$ cat src/sstep_cfg.svh
// Register map, field codes, reset values and timing counts for the selection step block.
`ifndef SSTEP_CFG_SVH
`define SSTEP_CFG_SVH
`define SSTEP_IDX_CMD 4'h3
`define SSTEP_IDX_STATUS 4'h4
`define SSTEP_IDX_TIMEOUT 4'h5
`define SSTEP_IDX_CAUSE 4'h5
`define SSTEP_IDX_STEP 4'h6
`define SSTEP_IDX_CLKF 4'h9
`define SSTEP_TIMEOUT_RST 8'h00
`define SSTEP_CLKF_RST 3'h0
`define SSTEP_CMD_LEN_RST 4'h6
`define SSTEP_CAUSE_DIS 8'h20
`define SSTEP_CAUSE_DONE 8'h18
`define SSTEP_STEP_SEL 3'h0
`define SSTEP_STEP_STOP 3'h1
`define SSTEP_STEP_MSG 3'h2
`define SSTEP_STEP_CMD 3'h3
`define SSTEP_STEP_END 3'h4
`define SSTEP_PRESCALE_BASE 8192
`define SSTEP_CLKF_ZERO_FACTOR 8
`define SSTEP_ATN3_BYTES 4'h3
`endif

$ cat src/sstep_pkg.sv
// Types shared by the selection step block.
`default_nettype none
package sstep_pkg;
  typedef enum logic [2:0] {
    SSTEP_S_IDLE = 3'b000,
    SSTEP_S_SELECT = 3'b001,
    SSTEP_S_MSG_WAIT = 3'b010,
    SSTEP_S_MSG_ACK = 3'b011,
    SSTEP_S_CMD_WAIT = 3'b100,
    SSTEP_S_CMD_ACK = 3'b101
  } sstep_state_type;
  typedef enum logic [3:0] {
    SSTEP_OP_NOP = 4'h0,
    SSTEP_OP_SOFT_RESET = 4'h1,
    SSTEP_OP_SEL = 4'h2,
    SSTEP_OP_SEL_ATN = 4'h3,
    SSTEP_OP_SEL_ATN3 = 4'h4,
    SSTEP_OP_SEL_ATN_STOP = 4'h5
  } sstep_op_type;
  typedef struct packed {
    logic bsy;
    logic req;
    logic msg;
    logic cd;
    logic io;
  } sstep_bus_in_type;
  typedef struct packed {
    logic sel;
    logic atn;
    logic ack;
  } sstep_bus_out_type;
  localparam logic [2:0] SSTEP_PHASE_MSG_OUT = 3'b110;
  localparam logic [2:0] SSTEP_PHASE_COMMAND = 3'b010;
endpackage
`default_nettype wire

$ cat src/sstep_timer.sv
// Selection timeout timer and select sequence step tracker with a Wishbone register port.
//
// Added by the designer: register access over Wishbone.
`timescale 1ns/1ps
`include "sstep_cfg.svh"
`default_nettype none
module sstep_timer #(
  parameter int PRESCALE_BASE = `SSTEP_PRESCALE_BASE
) (
  input wire logic clk,
  input wire logic rst_n,
  input wire logic wb_cyc_i,
  input wire logic wb_stb_i,
  input wire logic wb_we_i,
  input wire logic [5:0] wb_adr_i,
  input wire logic [3:0] wb_sel_i,
  input wire logic [31:0] wb_dat_i,
  output logic [31:0] wb_dat_o,
  output logic wb_ack_o,
  input wire sstep_pkg::sstep_bus_in_type scsi_i,
  output sstep_pkg::sstep_bus_out_type scsi_o,
  input wire logic offset_at_max
);
  import sstep_pkg::*;

  if (PRESCALE_BASE < 1 || PRESCALE_BASE > `SSTEP_PRESCALE_BASE) begin : g_bad_prescale
    $error("PRESCALE_BASE out of range");
  end

  // Prescale period minus one for a given divisor factor; factor zero counts as eight.
  function automatic logic [16:0] prescale_limit(input logic [2:0] f);
    logic [19:0] prod;
    prod = 20'(PRESCALE_BASE) * ((f == 3'h0) ? 20'(`SSTEP_CLKF_ZERO_FACTOR) : 20'(f));
    return 17'(prod - 20'h00001);
  endfunction

  // Three-stage input synchroniser; a change counts once stages two and three agree.
  sstep_bus_in_type sync1_reg, sync2_reg, sync3_reg, bus_reg, bus_next;
  always_ff @(posedge clk or negedge rst_n) begin
    if (!rst_n) begin
      sync1_reg <= '0;
      sync2_reg <= '0;
      sync3_reg <= '0;
      bus_reg <= '0;
    end else begin
      sync1_reg <= scsi_i;
      sync2_reg <= sync1_reg;
      sync3_reg <= sync2_reg;
      bus_reg <= bus_next;
    end
  end
  assign bus_next = (sync2_reg == sync3_reg) ? sync3_reg : bus_reg;
  wire logic [2:0] phase = {bus_reg.msg, bus_reg.cd, bus_reg.io};

  // Wishbone decode.
  logic ack_reg;
  logic [31:0] dat_reg, dat_next;
  wire logic req = wb_cyc_i && wb_stb_i && !ack_reg;
  wire logic [3:0] idx = wb_adr_i[5:2];
  wire logic wr = req && wb_we_i && wb_sel_i[0];
  wire logic rd = req && !wb_we_i;
  wire logic wr_cmd = wr && idx == `SSTEP_IDX_CMD;
  wire logic wr_timeout = wr && idx == `SSTEP_IDX_TIMEOUT;
  wire logic wr_clkf = wr && idx == `SSTEP_IDX_CLKF;
  wire logic rd_cause = rd && idx == `SSTEP_IDX_CAUSE;
  wire logic [3:0] cmd_op = wb_dat_i[3:0];
  wire logic soft_rst = wr_cmd && cmd_op == SSTEP_OP_SOFT_RESET;

  sstep_state_type state_reg, state_next;
  sstep_op_type variant_reg, variant_next;
  sstep_bus_out_type out_reg, out_next;
  logic [7:0] timeout_reg, timeout_next;
  logic [2:0] clkf_reg, clkf_next;
  logic [3:0] len_reg, len_next;
  logic [2:0] step_reg, step_next;
  logic [7:0] cause_reg, cause_next;
  logic pend_reg, pend_next;
  logic [7:0] timer_reg, timer_next;
  logic [16:0] pre_reg, pre_next;
  logic [3:0] bytes_reg, bytes_next;

  wire logic sel_op = cmd_op inside {SSTEP_OP_SEL, SSTEP_OP_SEL_ATN, SSTEP_OP_SEL_ATN3, SSTEP_OP_SEL_ATN_STOP};
  wire logic start = wr_cmd && sel_op && state_reg == SSTEP_S_IDLE;
  wire logic tick = pre_reg == prescale_limit(clkf_reg);
  wire logic expire = tick && timer_reg <= 8'h01;
  wire logic [3:0] msg_count = (variant_reg == SSTEP_OP_SEL_ATN3) ? `SSTEP_ATN3_BYTES : 4'h1;
  wire logic last_msg = bytes_reg == msg_count;
  wire logic is_stop = variant_reg == SSTEP_OP_SEL_ATN_STOP;

  assign timeout_next = wr_timeout ? wb_dat_i[7:0] : timeout_reg;
  assign clkf_next = wr_clkf ? wb_dat_i[2:0] : clkf_reg;
  assign len_next = start ? wb_dat_i[7:4] : len_reg;

  always_comb begin
    state_next = state_reg;
    variant_next = variant_reg;
    out_next = out_reg;
    step_next = step_reg;
    cause_next = cause_reg;
    pend_next = pend_reg;
    timer_next = timer_reg;
    pre_next = pre_reg;
    bytes_next = bytes_reg;
    if (rd_cause && pend_reg) begin
      step_next = 3'h0;
      cause_next = 8'h00;
      pend_next = 1'b0;
    end
    unique case (state_reg)
      SSTEP_S_IDLE: begin
        if (start) begin
          variant_next = sstep_op_type'(cmd_op);
          out_next.sel = 1'b1;
          out_next.atn = cmd_op != SSTEP_OP_SEL;
          out_next.ack = 1'b0;
          timer_next = timeout_reg;
          pre_next = 17'h00000;
          step_next = `SSTEP_STEP_SEL;
          bytes_next = 4'h0;
          state_next = SSTEP_S_SELECT;
        end
      end
      SSTEP_S_SELECT: begin
        pre_next = tick ? 17'h00000 : pre_reg + 17'h00001;
        if (tick && timer_reg != 8'h00) begin
          timer_next = timer_reg - 8'h01;
        end
        if (bus_reg.bsy) begin
          out_next.sel = 1'b0;
          if (variant_reg == SSTEP_OP_SEL) begin
            step_next = `SSTEP_STEP_MSG;
            state_next = SSTEP_S_CMD_WAIT;
          end else begin
            state_next = SSTEP_S_MSG_WAIT;
          end
        end else if (expire) begin
          out_next = '0;
          step_next = `SSTEP_STEP_SEL;
          cause_next = cause_next | `SSTEP_CAUSE_DIS;
          pend_next = 1'b1;
          state_next = SSTEP_S_IDLE;
        end
      end
      SSTEP_S_MSG_WAIT: begin
        if (!bus_reg.bsy) begin
          out_next = '0;
          cause_next = cause_next | `SSTEP_CAUSE_DIS;
          pend_next = 1'b1;
          state_next = SSTEP_S_IDLE;
        end else if (bus_reg.req) begin
          if (phase == SSTEP_PHASE_MSG_OUT) begin
            out_next.ack = 1'b1;
            bytes_next = bytes_reg + 4'h1;
            state_next = SSTEP_S_MSG_ACK;
          end else begin
            cause_next = cause_next | `SSTEP_CAUSE_DONE;
            pend_next = 1'b1;
            state_next = SSTEP_S_IDLE;
          end
        end
      end
      SSTEP_S_MSG_ACK: begin
        if (last_msg && !is_stop) begin
          out_next.atn = 1'b0;
        end
        if (!bus_reg.req) begin
          out_next.ack = 1'b0;
          step_next = is_stop ? `SSTEP_STEP_STOP : `SSTEP_STEP_MSG;
          if (last_msg && is_stop) begin
            cause_next = cause_next | `SSTEP_CAUSE_DONE;
            pend_next = 1'b1;
            state_next = SSTEP_S_IDLE;
          end else if (last_msg) begin
            bytes_next = 4'h0;
            state_next = SSTEP_S_CMD_WAIT;
          end else begin
            state_next = SSTEP_S_MSG_WAIT;
          end
        end
      end
      SSTEP_S_CMD_WAIT: begin
        if (!bus_reg.bsy) begin
          out_next = '0;
          cause_next = cause_next | `SSTEP_CAUSE_DIS;
          pend_next = 1'b1;
          state_next = SSTEP_S_IDLE;
        end else if (bus_reg.req) begin
          if (phase == SSTEP_PHASE_COMMAND) begin
            step_next = `SSTEP_STEP_CMD;
            out_next.ack = 1'b1;
            bytes_next = bytes_reg + 4'h1;
            state_next = SSTEP_S_CMD_ACK;
          end else begin
            cause_next = cause_next | `SSTEP_CAUSE_DONE;
            pend_next = 1'b1;
            state_next = SSTEP_S_IDLE;
          end
        end
      end
      SSTEP_S_CMD_ACK: begin
        if (!bus_reg.req) begin
          out_next.ack = 1'b0;
          if (bytes_reg == len_reg) begin
            step_next = `SSTEP_STEP_END;
            cause_next = cause_next | `SSTEP_CAUSE_DONE;
            pend_next = 1'b1;
            state_next = SSTEP_S_IDLE;
          end else begin
            state_next = SSTEP_S_CMD_WAIT;
          end
        end
      end
      default: begin
        out_next = '0;
        state_next = SSTEP_S_IDLE;
      end
    endcase
    if (soft_rst) begin
      out_next = '0;
      step_next = 3'h0;
      cause_next = 8'h00;
      pend_next = 1'b0;
      state_next = SSTEP_S_IDLE;
    end
  end

  // Read data; the step register reports the offset flag low-active.
  wire logic [7:0] step_view = {4'h0, !offset_at_max, step_reg};
  wire logic [7:0] status_view = {pend_reg, state_reg != SSTEP_S_IDLE, 3'h0, phase};
  always_comb begin
    dat_next = 32'h00000000;
    if (rd) begin
      unique case (idx)
        `SSTEP_IDX_CAUSE: dat_next = {24'h000000, cause_reg};
        `SSTEP_IDX_STEP: dat_next = {24'h000000, step_view};
        `SSTEP_IDX_STATUS: dat_next = {24'h000000, status_view};
        default: dat_next = 32'h00000000;
      endcase
    end
  end

  always_ff @(posedge clk or negedge rst_n) begin
    if (!rst_n) begin
      timeout_reg <= `SSTEP_TIMEOUT_RST;
      clkf_reg <= `SSTEP_CLKF_RST;
      len_reg <= `SSTEP_CMD_LEN_RST;
      step_reg <= 3'h0;
      cause_reg <= 8'h00;
      pend_reg <= 1'b0;
      timer_reg <= 8'h00;
      pre_reg <= 17'h00000;
      bytes_reg <= 4'h0;
      state_reg <= SSTEP_S_IDLE;
      variant_reg <= SSTEP_OP_NOP;
      out_reg <= '0;
      ack_reg <= 1'b0;
      dat_reg <= 32'h00000000;
    end else begin
      timeout_reg <= timeout_next;
      clkf_reg <= clkf_next;
      len_reg <= len_next;
      step_reg <= step_next;
      cause_reg <= cause_next;
      pend_reg <= pend_next;
      timer_reg <= timer_next;
      pre_reg <= pre_next;
      bytes_reg <= bytes_next;
      state_reg <= state_next;
      variant_reg <= variant_next;
      out_reg <= out_next;
      ack_reg <= req;
      dat_reg <= dat_next;
    end
  end

  assign wb_ack_o = ack_reg;
  assign wb_dat_o = dat_reg;
  assign scsi_o = out_reg;
endmodule
`default_nettype wire

$ cat config.mk
export PLATFORM = sky130hd
export DESIGN_NAME = sstep_timer
export DESIGN_NICKNAME = d
export VERILOG_FILES = /design/src/sstep_pkg.sv /design/src/sstep_timer.sv
export VERILOG_INCLUDE_DIRS = /design/src /design/src/src
export SDC_FILE = /design/constraint.sdc
export NUM_CORES = 1
export LEC_CHECK = 0
export BUFFER_PORTS_ARGS = -buffer_cell sky130_fd_sc_hd__buf_2
export CAP_MARGIN = 20
export CORE_UTILIZATION = 44
export DETAILED_ROUTE_END_ITERATION = 8
export HOLD_SLACK_MARGIN = 0.12
export PLACE_DENSITY = 0.7
export SLEW_MARGIN = 20
export SYNTH_ARGS = -nofsm -noshare
export SYNTH_HDL_FRONTEND = slang
export SYNTH_SLANG_ARGS = --single-unit
$ cat constraint.sdc
create_clock -name clk -period 3.4 [get_ports clk]
set_input_delay 0.34 -clock clk [delete_from_list [all_inputs] [get_ports clk]]
set_output_delay 0.34 -clock clk [all_outputs]
set_load 0.005 [all_outputs]
=== Yosys cells after proc, flatten, opt, wreduce, memory -nomap -nowiden ===
Index checks and enable logic that the tools add are counted.

* Add/subtract/negate cells: 4
* Order comparisons: 1
* Equality and inequality tests: 51
* Mux-type cells: 98
* Reduce and logical (&&, ||, !) cells: 38

{| class="wikitable"
|+ Operators by type and width
! cell !! count
|-
| 3-bit 2-to-1 mux || 29
|-
| 4-bit 2-to-1 mux || 11
|-
| 5-bit 2-to-1 mux || 8
|-
| 8-bit 2-to-1 mux || 5
|-
| 17-bit 2-to-1 mux || 2
|-
| 17-bit case mux with 2 select lines || 1
|-
| 6-bit case mux with 5 select lines || 1
|-
| 4-bit by 3-bit == test with 1-bit output, second input constant || 7
|-
| 6-bit 2-to-1 mux || 4
|-
| 2-bit != test, second input constant || 12
|-
| 8-bit case mux with 3 select lines || 1
|-
| 1-bit 2-to-1 mux || 23
|-
| 4-bit != test, second input constant || 5
|-
| 3-bit != test, second input constant || 6
|-
| 3-bit case mux with 6 select lines || 1
|-
| 17-bit by 1-bit adder with 17-bit output, second input constant || 1
|-
| 17-bit == test || 1
|-
| 1-bit logical AND || 17
|-
| 17-bit by 1-bit subtractor with 17-bit output, second input constant || 1
|-
| 4-bit by 2-bit == test with 1-bit output, second input constant || 4
|-
| 4-bit case mux with 4 select lines || 1
|-
| 8-bit case mux with 2 select lines || 1
|-
| 1-bit case mux with 5 select lines || 3
|-
| 3-bit case mux with 5 select lines || 1
|-
| 29 further kinds || 46
|}

* Register bits: 119
* Bits of input ports: 53
* Output and inout bits: 36
* Logic and storage cells: 228

=== Longest topological paths before layout ===
* Word-level depth: 11
* Mapped depth: 9
* Depth with buffers taken out: 7

=== Least setup slack after synthesis ===
OpenSTA, ideal clock, no wires.

* Path kind: reg2reg
* Start: register clkf_reg[0]
* End: register pre_reg[4]
* Setup time: 121 ps
* Data arrival time: 1939 ps
* Required time: 3279 ps
* Slack: 1340 ps
* Cell stages (with the launch flop): 9
* Path buffers: 1
* Period minus slack after synthesis: 2060 ps
* Cell sequence: dfrtp_1 -> inv_1 -> ha_1 -> xnor2_1 -> nor4b_4 -> a21oi_1 -> buf_4 -> a21o_1 -> a22o_1

* Cells in the longest elaborated chain, start to end: 6

{| class="wikitable"
|+ Ends and longest elaborated chain
! item !! RTL line !! text
|-
| start: declaration || sstep_timer.sv:73 || <nowiki>logic [2:0] clkf_reg, clkf_next;</nowiki>
|-
| start signal: assignment || sstep_timer.sv:245 || <nowiki>clkf_reg <= `SSTEP_CLKF_RST;</nowiki>
|-
| start signal: assignment || sstep_timer.sv:260 || <nowiki>clkf_reg <= clkf_next;</nowiki>
|-
| 3-bit zero test || sstep_timer.sv:33 || <nowiki>prod = 20'(PRESCALE_BASE) * ((f == 3'h0) ? 20'(`SSTEP_CLKF_ZERO_FACTOR) : 20'(f));</nowiki>
|-
| 4-bit 2-to-1 mux (*) || sstep_timer.sv:33 ||
|-
| 17-bit by 1-bit subtractor with 17-bit output (*) || sstep_timer.sv:34 || <nowiki>return 17'(prod - 20'h00001);</nowiki>
|-
| 17-bit == test (*) || sstep_timer.sv:84 || <nowiki>wire logic tick = pre_reg == prescale_limit(clkf_reg);</nowiki>
|-
| 17-bit 2-to-1 mux (*) || sstep_timer.sv:124 || <nowiki>pre_next = tick ? 17'h00000 : pre_reg + 17'h00001;</nowiki>
|-
| 17-bit case mux with 2 select lines (*) || sstep_timer.sv:109 || <nowiki>unique case (state_reg)</nowiki>
|-
| end signal: assignment || sstep_timer.sv:266 || <nowiki>pre_reg <= pre_next;</nowiki>
|-
| end: declaration || sstep_timer.sv:79 || <nowiki>logic [16:0] pre_reg, pre_next;</nowiki>
|}

Mark *: on every way between the ends. The rest lies on a longest branch, timed or not.
A chain may end at the register's enable or synchronous reset.

=== Worst setup path in the final report ===
* Start: register state_reg[0]
* End: register pre_reg[10]

* Cells in the longest elaborated chain, start to end: 4
* Elaborated cells on any way between the ends: 7
* Classes of those cells: eq/ne: 2; mux: 1; reduce/logical: 4

{| class="wikitable"
|+ Ends and longest elaborated chain
! item !! RTL line !! text
|-
| start: declaration || sstep_timer.sv:69 || <nowiki>sstep_state_type state_reg, state_next;</nowiki>
|-
| start signal: assignment || sstep_timer.sv:268 || <nowiki>state_reg <= state_next;</nowiki>
|-
| 3-bit zero test || sstep_timer.sv:83, sstep_timer.sv:109 ||
|-
| 1-bit logical AND || sstep_timer.sv:83 || <nowiki>wire logic start = wr_cmd && sel_op && state_reg == SSTEP_S_IDLE;</nowiki>
|-
| 2-bit != test (no line) || -- ||
|-
| 2-bit AND reduction (no line) || -- ||
|}

Parallel ways exist; a longest one is shown, timed or not.

==> summary.md <==
| Metric | Value |
|---|---|
| Vias in the first global route | `3795` |
| Reg2Reg Depth | `5` |
| Antenna violations before repair | `0` |
| Post-CTS Resized | `0` |
| Finished Layout Cells | `690` |
| CP Data Required Time | `between 3 and 4 ns` |
| Die span in y | `~110 um` |
| Status | `completed` |
| Area leader, netlist | `dfrtp_1` |
| Core Rows | `38` |
| CTS buffer count | `9` |
| Hold path startpoint | `wb_dat_i[7]` |
| Routed len/inst | `16.65 um` |
| Yosys cell types | `73` |
| Slew headroom | `0.4338` |
| Worst EP arrival | `approximately 3 ns` |
| Post-CTS Setup Repair Bufs | `0` |
| R2r startpoint | `state_reg[0]` |
| Fmax | `0.3669 GHz` |
| Slew Viols, Final | `0` |
| Max Cap Viol | `0` |
| GRT overflow | `0` |
| Die Area | `11820 um^2` |
| CTS tree | `yes` |
| Fraction of layout cells with a size suffix above 1 | `0.1818` |
| Avg Vias per Cell | `about 5.8` |
| Synth Warn # | `0` |
| Nature of the critical path startpoint | `flip-flop` |
| GR Util All Layers | `0.2127` |
| Avg Cell Area, Syn | `9.864 um^2` |
| Leakage power | `2.452 nW` |
| H-tree Lvls | `3` |
| Top_reg_cell synth | `dfrtp_1` |
| Final Hold Vio Count | `0` |
| Io pins | `89` |
| Area grow syn2layout | `11.39%` |
| WHS Path Cells | `2` |
| DRC Markers | `0` |
| First-pass GRT wire length | `19.02 mm` |
| Setup repair after global routing missed its margin | `no` |
| Largest net degree at the start of global routing | `37` |
| Period minus WS final | `roughly 2.7 ns` |
| Fin util | `0.5082` |
| Max reg flops | `17` |
| Hpwl dp | `8.208 mm` |
| Die X | `approximately 110 um` |
| Capture point of the worst reg-to-reg path | `pre_reg[10]` |
| CTS max path bufs | `2` |
| Total power | `3.652 mW` |
| Setup violators final | `0` |
| Post-synth EDFFs | `0` |
| Register area share after synthesis | `0.4499` |
| Clock latency on the worst-skew pair | `0.36 ns` |
| Root Driver | `clkbuf_16` |
| Seq cells post-synth | `90` |
| Setup_tns | `0 ns` |
| Worst hold endpoint | `len_reg[3]` |
| IO Port Bufs | `35` |
| First-pass DRT Iterations | `4` |
| Top cells by count, synth | `dfrtp_1 (88), a21oi_1 (35), nand2_1 (32), nor2_1 (32)` |
| Clk sink count | `90` |
| R2R setup slack | `between 0.6 and 0.7 ns` |
| Power density over cell area | `654.3 nW/um^2` |
| Fin nets | `~600` |
| Crit path kind | `reg2reg` |
| HP Class | `in2reg` |
| RD Place Congestion | `0.8706` |
| Final Skew | `~0.010 ns` |
| VDD IR-drop max | `0.0003477 V` |
| Period Utilization, post-route | `0.8015` |
| Cells after Synth | `508` |
| Synth area leaders | `dfrtp_1 (44%), mux2_2 (4.9%), buf_4 (4.2%), a21oi_1 (3.5%), o21ai_0 (2.8%)` |
| Worst slew pin tran | `0.8493 ns` |
| 1st-iter DRT viols | `between 150 and 200` |
| CP Max Fanout | `18` |
| N_diodes | `0` |
| Reg clk slew, reported paths | `0.06 ns` |
| Synthesized area | `5011 um^2` |
| Synth async-reset ratio | `1.000` |
| Most frequent cell after synthesis | `dfrtp_1` |
| Final antenna-violating net count | `0` |
| DP Cell Count | `668` |
| Vias | `~4.0k` |
| Top-area cell type share of the netlist area | `0.4395` |
| DRT Wirelength | `11.49 mm` |
| CP Capture Type | `flip-flop` |
| Core Region | `10980 um^2` |
| Initial Utilization | `0.4563` |
[metal layers]
layer	routed length, um	track usage	vias to the layer above
li1	-	-	1900
met1	5393	0.2838	1958
met2	5331	0.3345	110
met3	593	0.05918	12
met4	171	0.06757	0
met5	0	0	-
[report_power, final]
| group | switching [mW] | internal [mW] | total (mW) |
|---|---|---|---|
| Combinational | 0.633 | 0.438 | 1.07 |
| Sequential | 0.276 | 1.27 | 1.54 |
| Clock | 0.454 | 0.583 | 1.04 |
[logic make-up (layout without fill, tap and decap cells)]
family / count (synthesis) / in the layout / synth area share
AND/OR/NAND/NOR: 170 / 170 / 0.1935
AO/OA/AOI/OAI: 137 / 137 / 0.1788
flip-flops: 90 / 90 / 0.4499
buffers and inverters: 61 / 80 / 0.07191
multiplexers: 26 / 26 / 0.05743
XOR/XNOR: 16 / 16 / 0.03071
adder cells (fa/ha/maj): 7 / 7 / 0.01698
other: 1 / 24 / 0.0007483
[cell usage in the layout (no fill, tap or decap), types with 4 or more instances in the layout]
cell,count
o211ai_1,6
or3_1,4
nor3_1,14
xnor2_1,8
a31oi_1,19
xor2_1,7
nor2b_1,7
dlygate4sd3_1,6
nand3_1,19
nand3b_1,4
a211oi_1,5
buf_4,10
mux2i_1,4
and2_1,8
nand2b_1,5
o21ai_0,28
inv_1,13
nor4_1,4
conb_1,24
a41oi_1,5
o22a_1,5
mux2_2,22
ha_1,6
clkbuf_16,9
nand4_1,8
nor2_1,32
o22ai_1,6
buf_2,34
a21oi_1,35
nand2_1,32
dfrtp_1,88
nor3b_1,7
[metrics by stage]
step	instance area [um^2]	setup slack, ns	hold slack, ns
after global placement	5210	0.8343	0.2364
after CTS	5582	0.7558	0.2346
after floorplan	5097	1.340	0.04441
after global routing	5582	0.5789	0.2432
after detailed placement	5210	0.7784	0.2375
final	5582	0.6748	0.2439
[critical path, stage by stage (launching register included)]
cell      delay, ns
dfrtp_1        0.68
clkinv_1       0.41
nor3_2         0.71
a21oi_1        0.38
o21ai_0        0.27
o21ai_0        0.14
[cell type report]
class	instances	area, um^2
fillers	996	5401
multi-input cells	380	2482
flip-flops and latches	90	2255
repair buffers	50	305.3
clock buffers	9	225.2
well taps	140	175.2
clock inverters	7	86.33
inverters	14	52.55
[worst max path at each step]
stage	endpoint	from
after floorplan	pre_reg[4]	clkf_reg[0]
after global placement	pre_reg[4]	state_reg[0]
after detailed placement	pre_reg[4]	state_reg[0]
after CTS	pre_reg[10]	state_reg[0]
after global routing	pre_reg[4]	state_reg[0]
final	pre_reg[10]	state_reg[0]
[what timing repair did]
action | CTS | global route
setup endpoints to repair | 0 | 0
hold buffers | 6 | 0
hold endpoints to repair | 24 | 0
Power figures use the tool's default switching activity.
